<file path="config.mk">
export PLATFORM = sky130hd
export DESIGN_NAME = rrpo_top
export DESIGN_NICKNAME = d
export VERILOG_FILES = /design/src/core/rrpo_pkg.sv /design/src/core/rrpo_tick.sv /design/src/core/rrpo_pulse.sv /design/src/core/rrpo_top.sv
export SDC_FILE = /design/constraint.sdc
export NUM_CORES = 1
export LEC_CHECK = 0
export ABC_AREA = 1
export ABC_CLOCK_PERIOD_IN_PS = 3730
export BUFFER_PORTS_ARGS = -buffer_cell sky130_fd_sc_hd__buf_4
export CAP_MARGIN = 10
export CORE_UTILIZATION = 60
export DETAILED_ROUTE_END_ITERATION = 8
export GPL_TIMING_DRIVEN = 0
export PLACE_DENSITY = 0.81
export SLEW_MARGIN = 30
export SYNTH_ARGS = -nofsm -noshare
export SYNTH_HDL_FRONTEND = slang
export SYNTH_SLANG_ARGS = --single-unit
</file>
<file path="constraint.sdc">
create_clock -name clk_i -period 3.73 [get_ports clk_i]
set_input_delay 0.1865 -clock clk_i [delete_from_list [all_inputs] [get_ports clk_i]]
set_output_delay 0.1865 -clock clk_i [all_outputs]
set_load 0.01 [all_outputs]
</file>
<file path="src/core/rrpo_pkg.sv">
// rrpo_pkg: constants, offsets and types for the read result pulse outputs
// Notes on behaviour
// (RL1) three independent outputs, each with own selection, idle level, on and off time
// (RL2) at read cycle end, a selected output pulses on, then stays off
// (RL3) read cycle not finished until on plus off time has elapsed
// (RL4) idle level per output, normally open default, activation drives opposite level
// (RL5) output fires when any of its enabled conditions is true
// (RL6) defaults: output 1 pass, output 2 fail, output 3 error
// (RL7) on time in microseconds, 0 to 10,000,000, default 1000
// (RL8) off time in microseconds, 0 to 10,000,000, default 1000
// (RL9) only pulsed mode exists
// (RL10) cycle-complete fires only after result data is sent, off by default
// (RL11) pass: all found, correct type, read and matched; on by default
// (RL12) fail: any code missing, wrong type, unread or unmatched; on by default
// (RL13) error: trigger overrun, processing overrun or general fault in the cycle
// (RL14) all-present: every region found a code of correct type
// (RL15) all-read: found codes also passed content qualification
// (RL16) all-match: present and qualified codes also passed string matching
// (RL17) not-all-present: at least one target code not found
// (RL18) not-all-read: at least one found code failed qualification
// (RL19) not-all-match: at least one found and qualified code failed matching
// (RL20) trigger overrun: new trigger before previous acquisition completed
// (RL21) processing overrun: trigger while image buffers are exhausted
// (RL22) good quality: every verification-enabled region passed verification; the code checks only those that also passed qualification
// (RL23) matching disabled and decode passes counts as all-match
// (RL24) after reset outputs idle, no pulse, until first read cycle ends
// (RL25) intervals timed by a one microsecond tick from the system clock
package rrpo_pkg;
    // ***********************************
    // sizes and timing
    // ***********************************
    localparam int NUM_OUT = 3;
    localparam int NUM_COND = 13;
    localparam int TIME_W = 24;
    localparam int CLK_MHZ = 125;
    localparam int TICK_US = 1;
    localparam int TICK_CYC = TICK_US * CLK_MHZ;
    localparam logic [TIME_W-1:0] TIME_MAX_US = 24'h98_9680;
    localparam logic [TIME_W-1:0] TIME_DEF_US = 24'h00_03E8;
    // ***********************************
    // condition bit positions
    // ***********************************
    localparam int C_COMPLETE = 0;
    localparam int C_PASS = 1;
    localparam int C_FAIL = 2;
    localparam int C_ERROR = 3;
    localparam int C_PRESENT = 4;
    localparam int C_READ = 5;
    localparam int C_MATCH = 6;
    localparam int C_GOODQ = 7;
    localparam int C_NPRESENT = 8;
    localparam int C_NREAD = 9;
    localparam int C_NMATCH = 10;
    localparam int C_POORQ = 11;
    localparam int C_OVERRUN = 12;
    // ***********************************
    // register offsets
    // ***********************************
    localparam logic [7:0] REG_CTRL = 8'h00;
    localparam logic [7:0] REG_STAT = 8'h04;
    localparam logic [7:0] REG_SEL0 = 8'h10;
    localparam logic [7:0] REG_ON0 = 8'h14;
    localparam logic [7:0] REG_OFF0 = 8'h18;
    localparam logic [7:0] REG_STRIDE = 8'h10;
    localparam logic [NUM_COND-1:0] SEL_RST0 = 13'h0002;
    localparam logic [NUM_COND-1:0] SEL_RST1 = 13'h0004;
    localparam logic [NUM_COND-1:0] SEL_RST2 = 13'h0008;
    localparam logic [NUM_OUT-1:0] IDLE_RST = 3'h0;
    typedef enum logic [2:0] {
        RRPO_IDLE = 3'b001,
        RRPO_ON = 3'b010,
        RRPO_OFF = 3'b100
    } rrpo_state_t;
endpackage : rrpo_pkg

</file>
<file path="src/core/rrpo_tick.sv">
// rrpo_tick: one microsecond tick generator
`timescale 1ns/1ps
`default_nettype none
module rrpo_tick #(
    parameter int DIV = rrpo_pkg::TICK_CYC
) (
    input wire logic clk_i,
    input wire logic rst_i,
    output logic tick_o
);
    typedef struct packed {
        logic [7:0] cnt;
        logic tick;
    } rrpo_tick_st_t;
    rrpo_tick_st_t s_q, s_d;
    always_comb begin
        s_d = s_q;
        s_d.tick = 1'b0;
        if (s_q.cnt == 8'(DIV - 1)) begin
            s_d.cnt = 8'h00;
            s_d.tick = 1'b1; // RL25
        end else begin
            s_d.cnt = s_q.cnt + 8'h01;
        end
    end
    always_ff @(posedge clk_i) begin
        if (rst_i) begin
            s_q <= '0;
        end else begin
            s_q <= s_d;
        end
    end
    assign tick_o = s_q.tick;
    a_tick_spacing: assert property (@(posedge clk_i) disable iff (rst_i)
        tick_o |-> s_q.cnt == 8'h00 ##1 !tick_o) else $error("tick too frequent"); // RL25
endmodule : rrpo_tick
`default_nettype wire

</file>
<file path="src/core/rrpo_pulse.sv">
// rrpo_pulse: one pulsed output channel
`timescale 1ns/1ps
`default_nettype none
module rrpo_pulse #(
    parameter int TW = rrpo_pkg::TIME_W
) (
    input wire logic clk_i,
    input wire logic rst_i,
    input wire logic tick_i,
    input wire logic fire_i,
    input wire logic idle_i,
    input wire logic [TW-1:0] on_us_i,
    input wire logic [TW-1:0] off_us_i,
    output logic pin_o,
    output logic busy_o
);
    typedef struct packed {
        rrpo_pkg::rrpo_state_t st;
        logic [TW-1:0] cnt;
        logic act;
    } rrpo_pulse_st_t;
    rrpo_pulse_st_t s_q, s_d;
    always_comb begin
        s_d = s_q;
        unique case (s_q.st)
            rrpo_pkg::RRPO_IDLE: begin
                if (fire_i) begin
                    s_d.cnt = '0;
                    s_d.st = (on_us_i == '0) ? rrpo_pkg::RRPO_OFF : rrpo_pkg::RRPO_ON; // RL2 RL9
                    s_d.act = (on_us_i != '0);
                end
            end
            rrpo_pkg::RRPO_ON: begin
                if (tick_i) begin
                    s_d.cnt = s_q.cnt + 1'b1; // RL7
                    if (s_q.cnt + 1'b1 >= on_us_i) begin
                        s_d.cnt = '0;
                        s_d.st = rrpo_pkg::RRPO_OFF;
                        s_d.act = 1'b0;
                    end
                end
            end
            rrpo_pkg::RRPO_OFF: begin
                if (off_us_i == '0) begin
                    s_d.st = rrpo_pkg::RRPO_IDLE;
                end else if (tick_i) begin
                    s_d.cnt = s_q.cnt + 1'b1; // RL8
                    if (s_q.cnt + 1'b1 >= off_us_i) begin
                        s_d.st = rrpo_pkg::RRPO_IDLE;
                    end
                end
            end
            default: begin
                s_d.st = rrpo_pkg::RRPO_IDLE;
                s_d.act = 1'b0;
            end
        endcase
    end
    always_ff @(posedge clk_i) begin
        if (rst_i) begin
            s_q <= '{st: rrpo_pkg::RRPO_IDLE, cnt: '0, act: 1'b0}; // RL24
        end else begin
            s_q <= s_d;
        end
    end
    assign pin_o = s_q.act ^ idle_i; // RL4
    assign busy_o = (s_q.st != rrpo_pkg::RRPO_IDLE) || fire_i;
    a_act_only_on: assert property (@(posedge clk_i) disable iff (rst_i)
        s_q.act |-> s_q.st == rrpo_pkg::RRPO_ON) else $error("active outside on phase"); // RL2
    a_idle_level: assert property (@(posedge clk_i) disable iff (rst_i)
        s_q.st != rrpo_pkg::RRPO_ON |-> pin_o == idle_i) else $error("pin not at idle level"); // RL4
endmodule : rrpo_pulse
`default_nettype wire

</file>
<file path="src/core/rrpo_top.sv">
// rrpo_top: three pulsed read result outputs with wishbone registers
//
// The placing of the registers and the Wishbone slave port were chosen for this implementation.
`timescale 1ns/1ps
`default_nettype none
module rrpo_top #(
    parameter int NO = rrpo_pkg::NUM_OUT,
    parameter int NC = rrpo_pkg::NUM_COND,
    parameter int TW = rrpo_pkg::TIME_W,
    parameter int TDIV = rrpo_pkg::TICK_CYC
) (
    input wire logic clk_i,
    input wire logic rst_i,
    input wire logic wb_cyc_i,
    input wire logic wb_stb_i,
    input wire logic wb_we_i,
    input wire logic [7:0] wb_adr_i,
    input wire logic [3:0] wb_sel_i,
    input wire logic [31:0] wb_dat_i,
    output logic [31:0] wb_dat_o,
    output logic wb_ack_o,
    input wire logic cycle_end_i,
    input wire logic data_sent_i,
    input wire logic trigger_i,
    input wire logic acq_done_i,
    input wire logic buf_empty_i,
    input wire logic fault_i,
    input wire logic match_en_i,
    input wire logic [7:0] roi_en_i,
    input wire logic [7:0] roi_found_i,
    input wire logic [7:0] roi_qual_i,
    input wire logic [7:0] roi_match_i,
    input wire logic [7:0] roi_verify_en_i,
    input wire logic [7:0] roi_verify_ok_i,
    output logic [NO-1:0] out_pin_o,
    output logic cycle_busy_o,
    output logic cycle_done_o
);
    // ***********************************
    // state
    // ***********************************
    typedef struct packed {
        logic [NO-1:0][NC-1:0] sel;
        logic [NO-1:0][TW-1:0] on_us;
        logic [NO-1:0][TW-1:0] off_us;
        logic [NO-1:0] idle;
        logic acq_busy;
        logic trig_ovr;
        logic proc_ovr;
        logic gen_fault;
        logic wait_data;
        logic pend;
        logic [NC-1:0] cond;
        logic [NO-1:0] fire;
        logic done;
        logic ack;
        logic [31:0] rdat;
    } rrpo_top_st_t;
    rrpo_top_st_t s_q, s_d;
    logic tick;
    logic [NO-1:0] busy;
    logic [NC-1:0] cond_now;
    logic all_present, all_read, all_match, good_q, any_busy;
    function automatic logic [TW-1:0] clip_time(input logic [31:0] v);
        if (v > 32'(rrpo_pkg::TIME_MAX_US)) begin
            clip_time = rrpo_pkg::TIME_MAX_US;
        end else begin
            clip_time = v[TW-1:0];
        end
    endfunction : clip_time
    // ***********************************
    // result conditions
    // ***********************************
    always_comb begin
        all_present = ((roi_found_i & roi_en_i) == roi_en_i); // RL14
        all_read = all_present && ((roi_qual_i & roi_en_i) == roi_en_i); // RL15
        all_match = all_read && (!match_en_i || ((roi_match_i & roi_en_i) == roi_en_i)); // RL16 RL23
        good_q = ((roi_verify_ok_i & roi_verify_en_i & roi_qual_i) == (roi_verify_en_i & roi_qual_i)); // RL22
        cond_now = '0;
        cond_now[rrpo_pkg::C_PASS] = all_match; // RL11
        cond_now[rrpo_pkg::C_FAIL] = !all_match; // RL12
        cond_now[rrpo_pkg::C_PRESENT] = all_present;
        cond_now[rrpo_pkg::C_READ] = all_read;
        cond_now[rrpo_pkg::C_MATCH] = all_match;
        cond_now[rrpo_pkg::C_GOODQ] = good_q;
        cond_now[rrpo_pkg::C_NPRESENT] = !all_present; // RL17
        cond_now[rrpo_pkg::C_NREAD] = all_present && !all_read; // RL18
        cond_now[rrpo_pkg::C_NMATCH] = all_read && !all_match; // RL19
        cond_now[rrpo_pkg::C_POORQ] = !good_q;
        cond_now[rrpo_pkg::C_OVERRUN] = s_q.trig_ovr || s_q.proc_ovr || trigger_i && (s_q.acq_busy || buf_empty_i);
        cond_now[rrpo_pkg::C_ERROR] = cond_now[rrpo_pkg::C_OVERRUN] || s_q.gen_fault || fault_i; // RL13
    end
    // ***********************************
    // sequencing and registers
    // ***********************************
    always_comb begin
        logic [7:0] base;
        base = 8'h00;
        s_d = s_q;
        s_d.fire = '0;
        s_d.done = 1'b0;
        s_d.ack = 1'b0;
        if (trigger_i && s_q.acq_busy) begin
            s_d.trig_ovr = 1'b1; // RL20
        end
        if (trigger_i && buf_empty_i) begin
            s_d.proc_ovr = 1'b1; // RL21
        end
        if (fault_i) begin
            s_d.gen_fault = 1'b1;
        end
        if (trigger_i) begin
            s_d.acq_busy = 1'b1;
        end else if (acq_done_i) begin
            s_d.acq_busy = 1'b0;
        end
        if (cycle_end_i && !s_q.wait_data && !s_q.pend) begin
            s_d.cond = cond_now;
            s_d.wait_data = 1'b1;
            for (int i = 0; i < NO; i++) begin
                s_d.fire[i] = |(cond_now & s_q.sel[i] & ~(NC'(1) << rrpo_pkg::C_COMPLETE)); // RL5 RL2
            end
            s_d.trig_ovr = 1'b0;
            s_d.proc_ovr = 1'b0;
            s_d.gen_fault = 1'b0;
        end
        if (s_q.wait_data && data_sent_i) begin
            s_d.wait_data = 1'b0;
            s_d.pend = 1'b1;
            for (int i = 0; i < NO; i++) begin
                s_d.fire[i] = s_q.sel[i][rrpo_pkg::C_COMPLETE]; // RL10
            end
        end
        if (s_q.pend && !any_busy && s_q.fire == '0) begin
            s_d.pend = 1'b0;
            s_d.done = 1'b1; // RL3
        end
        if (wb_cyc_i && wb_stb_i && !s_q.ack) begin
            s_d.ack = 1'b1;
            s_d.rdat = 32'h0000_0000;
            if (wb_adr_i == rrpo_pkg::REG_CTRL) begin
                s_d.rdat = 32'(s_q.idle);
                if (wb_we_i && wb_sel_i[0]) begin
                    s_d.idle = wb_dat_i[NO-1:0]; // RL4
                end
            end else if (wb_adr_i == rrpo_pkg::REG_STAT) begin
                s_d.rdat = {24'h00_0000, 1'b0, s_q.pend, s_q.wait_data, any_busy, busy, s_q.trig_ovr | s_q.proc_ovr};
            end
            for (int i = 0; i < NO; i++) begin
                base = 8'(i) * rrpo_pkg::REG_STRIDE;
                if (wb_adr_i == rrpo_pkg::REG_SEL0 + base) begin
                    s_d.rdat = 32'(s_q.sel[i]);
                    if (wb_we_i && wb_sel_i[1:0] == 2'b11) begin
                        s_d.sel[i] = wb_dat_i[NC-1:0]; // RL1
                    end
                end
                if (wb_adr_i == rrpo_pkg::REG_ON0 + base) begin
                    s_d.rdat = 32'(s_q.on_us[i]);
                    if (wb_we_i && wb_sel_i == 4'hF) begin
                        s_d.on_us[i] = clip_time(wb_dat_i); // RL7
                    end
                end
                if (wb_adr_i == rrpo_pkg::REG_OFF0 + base) begin
                    s_d.rdat = 32'(s_q.off_us[i]);
                    if (wb_we_i && wb_sel_i == 4'hF) begin
                        s_d.off_us[i] = clip_time(wb_dat_i); // RL8
                    end
                end
            end
        end
    end
    always_ff @(posedge clk_i) begin
        if (rst_i) begin
            s_q <= '0;
            s_q.sel[0] <= rrpo_pkg::SEL_RST0; // RL6
            s_q.sel[1] <= rrpo_pkg::SEL_RST1;
            s_q.sel[2] <= rrpo_pkg::SEL_RST2;
            s_q.idle <= rrpo_pkg::IDLE_RST;
            for (int i = 0; i < NO; i++) begin
                s_q.on_us[i] <= rrpo_pkg::TIME_DEF_US;
                s_q.off_us[i] <= rrpo_pkg::TIME_DEF_US;
            end
        end else begin
            s_q <= s_d;
        end
    end
    // ***********************************
    // channels
    // ***********************************
    rrpo_tick #(.DIV(TDIV)) u_tick (
        .clk_i(clk_i),
        .rst_i(rst_i),
        .tick_o(tick)
    );
    for (genvar g = 0; g < NO; g++) begin : g_ch
        rrpo_pulse #(.TW(TW)) u_pulse (
            .clk_i(clk_i),
            .rst_i(rst_i),
            .tick_i(tick),
            .fire_i(s_q.fire[g]),
            .idle_i(s_q.idle[g]),
            .on_us_i(s_q.on_us[g]),
            .off_us_i(s_q.off_us[g]),
            .pin_o(out_pin_o[g]),
            .busy_o(busy[g])
        );
    end
    assign any_busy = |busy;
    assign wb_ack_o = s_q.ack;
    assign wb_dat_o = s_q.rdat;
    assign cycle_busy_o = s_q.wait_data | s_q.pend;
    assign cycle_done_o = s_q.done;
    // ***********************************
    // checks
    // ***********************************
    a_done_needs_idle: assert property (@(posedge clk_i) disable iff (rst_i)
        cycle_done_o |-> $past(!any_busy)) else $error("cycle done while pulsing"); // RL3
    a_fire_pass: assert property (@(posedge clk_i) disable iff (rst_i)
        cycle_end_i && !cycle_busy_o && s_q.sel[0] == rrpo_pkg::SEL_RST0 && all_match
        |=> s_q.fire[0]) else $error("pass did not fire"); // RL11
    a_fail_excl: assert property (@(posedge clk_i) disable iff (rst_i)
        cond_now[rrpo_pkg::C_PASS] != cond_now[rrpo_pkg::C_FAIL] && cond_now[rrpo_pkg::C_FAIL] ==
        ((roi_found_i & roi_en_i) != roi_en_i || (roi_qual_i & roi_en_i) != roi_en_i
        || match_en_i && (roi_match_i & roi_en_i) != roi_en_i)) else $error("pass and fail overlap"); // RL12
    a_match_nomatch: assert property (@(posedge clk_i) disable iff (rst_i)
        !match_en_i && all_read |-> all_match) else $error("match not assumed"); // RL23
    a_ack_drop: assert property (@(posedge clk_i) disable iff (rst_i)
        wb_ack_o |=> !wb_ack_o) else $error("ack held"); // RL1
    a_reset_idle: assert property (@(posedge clk_i) disable iff (rst_i)
        $past(rst_i) |-> out_pin_o == s_q.idle) else $error("not idle after reset"); // RL24
    a_ovr_flag: assert property (@(posedge clk_i) disable iff (rst_i)
        trigger_i && s_q.acq_busy && !(cycle_end_i && !cycle_busy_o) |=> s_q.trig_ovr) else $error("overrun lost"); // RL20
    a_ovr_proc: assert property (@(posedge clk_i) disable iff (rst_i)
        trigger_i && buf_empty_i && !(cycle_end_i && !cycle_busy_o) |=> s_q.proc_ovr) else $error("proc overrun lost"); // RL21
    c_pulse: cover property (@(posedge clk_i) s_q.fire[0] ##[1:20] cycle_done_o);
    c_complete: cover property (@(posedge clk_i) s_q.wait_data && data_sent_i);
    c_error: cover property (@(posedge clk_i) s_q.fire[2]);
endmodule : rrpo_top
`default_nettype wire

</file>
==> impl_metrics.json <==
{
  "status": "finished, final reports clean",
  "report.final.slew_viol_count": 0,
  "fmax_mhz": 281,
  "drive_gt1_share_pct": 12.8,
  "p_leak_nw": 10.8,
  "whs_path_depth": 3,
  "route.detailed.drc": 0,
  "synth.area.top_cells": "dfxtp_1 (32%), nand2_1 (9.5%), ha_1 (9.5%)",
  "placed_area_mm2": 0.0213,
  "synth-edff-count": 0,
  "cts-root-buf": "clkbuf_16",
  "worstSkewPairLatency_ns": 0.54,
  "drt-pass1-iter-count": 8,
  "yosys.area.top_type_share_pct": 31.9,
  "grt_pass1_wl_um": 109000,
  "drt-initial-drc-count": 2693,
  "min_to": "s_q[210]",
  "synth_common_cells": "nand2_1 (500), inv_1 (397), a21oi_1 (326), dfxtp_1 (314), nor2_1 (202)",
  "async_flop_share_pct": 0,
  "timing.final.crit_share_pct": 95.5,
  "antenna_found_initial": 0,
  "cts_tree": "yes",
  "start_kind": "flop",
  "place_congestion": 1.01,
  "yosysMostFrequentCell": "nand2_1",
  "finalNetCount": 3267,
  "ir_drop_uv": 353,
  "ios": 142,
  "worst_pin_slew_ns": 1.05,
  "synthFlopType": "dfxtp_1",
  "p_per_area_mw_per_mm2": 387,
  "die_y_um": 183,
  "worstPathMaxFanout": 10,
  "dieArea_mm2": 0.0336,
  "place.detailed.hpwl_um": 55400,
  "crit_arrival_ns": 4.01,
  "area_delta_synth_final_pct": 15.4,
  "ys_seq_area_share_pct": 31.9,
  "synth_warnings": 0,
  "fillers": 2766,
  "final_antenna_net_count": 0,
  "syn_inst": 2823,
  "design_area_mm2": 0.0228,
  "chipWidth_um": 183,
  "port-buffer-count": 129,
  "ctsLongestPathBuffers": 3,
  "clk_pin_slew_worst_paths_ns": 0.06,
  "wire_per_inst_um": 20.7,
  "timing.rr.start": "g_ch[1].u_pulse.s_q[1]",
  "finalHoldViolCount": 0,
  "fp-row-count": 66,
  "syn_area_per_cell_um2": 6.98,
  "vias": 20842,
  "min-delay-start": "wb_dat_i[7]",
  "syn_area_mm2": 0.0197,
  "critPathKind": "reg2reg",
  "hp-class": "in2reg",
  "cts.sinks": 314,
  "rr_worst_depth": 18,
  "track_usage_pct": 42.4,
  "viasPerCell": 5.99,
  "synth_seq_cells": 314,
  "wirelength_um": 72000,
  "grt_max_degree": 14,
  "setup_viol": 0,
  "r2r_slack_ns": 0.17,
  "grt_pass1_vias": 19404,
  "synth_top_cell_by_area": "dfxtp_1",
  "max_cap_violations": 0,
  "grt_overflow": 0,
  "period_needed_ns": 3.56,
  "relSlewSlack_pct": 29.8,
  "cp-end-kind": "flop",
  "total_power_mw": 8.82,
  "cts_buffers": 36,
  "start_util_pct": 60.7,
  "finClkSkew_ns": 0.0143,
  "yosysUniqueCellTypes": 55,
  "coreArea_mm2": 0.0325,
  "cp.required_ns": 4.18,
  "htreeDepth": 2,
  "rr_endpoint": "g_ch[1].u_pulse.s_q[4]"
}
-- worst max path at each step --
stage,endpoint,cells past startpoint,slack [ns],start
2_1_floorplan,g_ch[2].u_pulse.s_q[5],20,0.74,g_ch[2].u_pulse.s_q[1]
3_3_place_gp,g_ch[1].u_pulse.s_q[14],16,-0.13,g_ch[1].u_pulse.s_q[1]
3_5_place_dp,g_ch[1].u_pulse.s_q[4],16,-0.24,g_ch[1].u_pulse.s_q[1]
4_1_cts,g_ch[0].u_pulse.s_q[7],18,0.02,g_ch[0].u_pulse.s_q[1]
5_1_grt,g_ch[2].u_pulse.s_q[9],21,-0.04,g_ch[2].u_pulse.s_q[1]
6_report,g_ch[1].u_pulse.s_q[4],18,0.17,g_ch[1].u_pulse.s_q[1]
-- layout make-up --
type / instances / area, µm² / area share, %
antenna: 1 / 2.50 / 0.0110
buffer: 140 / 803 / 3.53
clock buffer: 47 / 1050 / 4.63
clock inverter: 15 / 183 / 0.803
inverter: 416 / 1560 / 6.87
multi-input combinational: 1960 / 11200 / 49.1
sequential: 314 / 6290 / 27.6
tap: 442 / 553 / 2.43
timing repair buffer: 146 / 1130 / 4.95
-- logic make-up (layout without fill, tap and decap cells) --
kind of cell / after synthesis / in the layout / synth area share (%)
AO/OA/AOI/OAI: 672 / 672 / 18.5
XOR/XNOR: 69 / 69 / 3.22
adder cells (fa/ha/maj): 149 / 149 / 9.46
buffers and inverters: 556 / 764 / 12.0
flip-flops: 314 / 314 / 31.9
other: 1 / 9 / 0.0190
AND/OR/NAND/NOR: 1062 / 1062 / 25.0
-- critical path: stages, from the launching register on --
cell and delay, ns:
dfxtp_1 0.42, ha_1 0.31, nand2_1 0.14, nor2_4 0.17, nand2_2 0.13, nor4_4 0.22, nand2_1 0.15, xnor2_2 0.24
ha_1 0.29, nand4_1 0.16, inv_1 0.06, nand2_1 0.06, nand3_1 0.07, a21oi_1 0.13, nand4_1 0.16, nand2_2 0.20
buf_2 0.26, nand3_1 0.11, a21oi_1 0.18
-- state kept, by name, summed over array words and instances, names as in the netlist --
name	flops
cycle_done_o	1
u_tick.tick_o	1
s_q	195
wb_ack_o	1
g_ch.u_pulse.s_q	84
u_tick.s_q	8
wb_dat_o	24
-- power by group --
part | total, mW | switching (mW) | internal [mW]
registers | 3.48 | 0.0550 | 3.42
clock network | 3.75 | 1.49 | 2.26
logic | 1.59 | 1.10 | 0.489
total | 8.82 | 2.65 | 6.17
-- per-stage QoR --
step | setup slack [ns] | cells | TNS [ns] | hold WS, ns | util, %
final | 0.168 | 3481 | 0 | 0.0175 | 70.1
after global routing | -0.0355 | 3480 | -0.129 | 0.0361 | 70.1
after CTS | 0.0184 | 3475 | 0 | 0.00398 | 69.8
after detailed placement | -0.240 | 3401 | -4.67 | 0.431 | 65.5
after global placement | -0.133 | 3401 | -2.32 | 0.410 | 65.5
after floorplan | 0.743 | 2830 | 0 | 0.304 | -
-- routing by layer --
metal	share of wire [%]	global-route usage [%]	up-vias	wire, µm
met5	0	0	-	0
met2	44	67.1	1178	31600
met4	4.9	19.8	0	3550
met3	11	8.38	227	8190
met1	40	55.6	9693	28700
li1	-	-	9744	-
-- cell usage in the layout, fill, tap and decap left out, types with 18 or more instances in the layout --
master and count:
clkbuf_1 45, o21ai_0 200, ha_1 149, o21ai_1 29, nand3b_1 21, xor2_1 47, inv_2 18, nand2_1 499
dfxtp_1 312, o211ai_1 50, a21oi_1 325, buf_4 180, nand4_1 74, nor3_1 27, o22ai_1 28, nand3_1 147
clkbuf_16 37, buf_2 35, inv_1 397, nor2_1 200
-- repair_timing --
item                                   CTS  global route
endpoints found under the hold margin   19             0
setup endpoints to repair               64            79
setup buffers                            0             5
gates cloned                             0             0
hold buffers                            12             0
resized for setup                        6            16
pin swaps                                0             5
No activity file was read; power rests on OpenSTA's default activity.
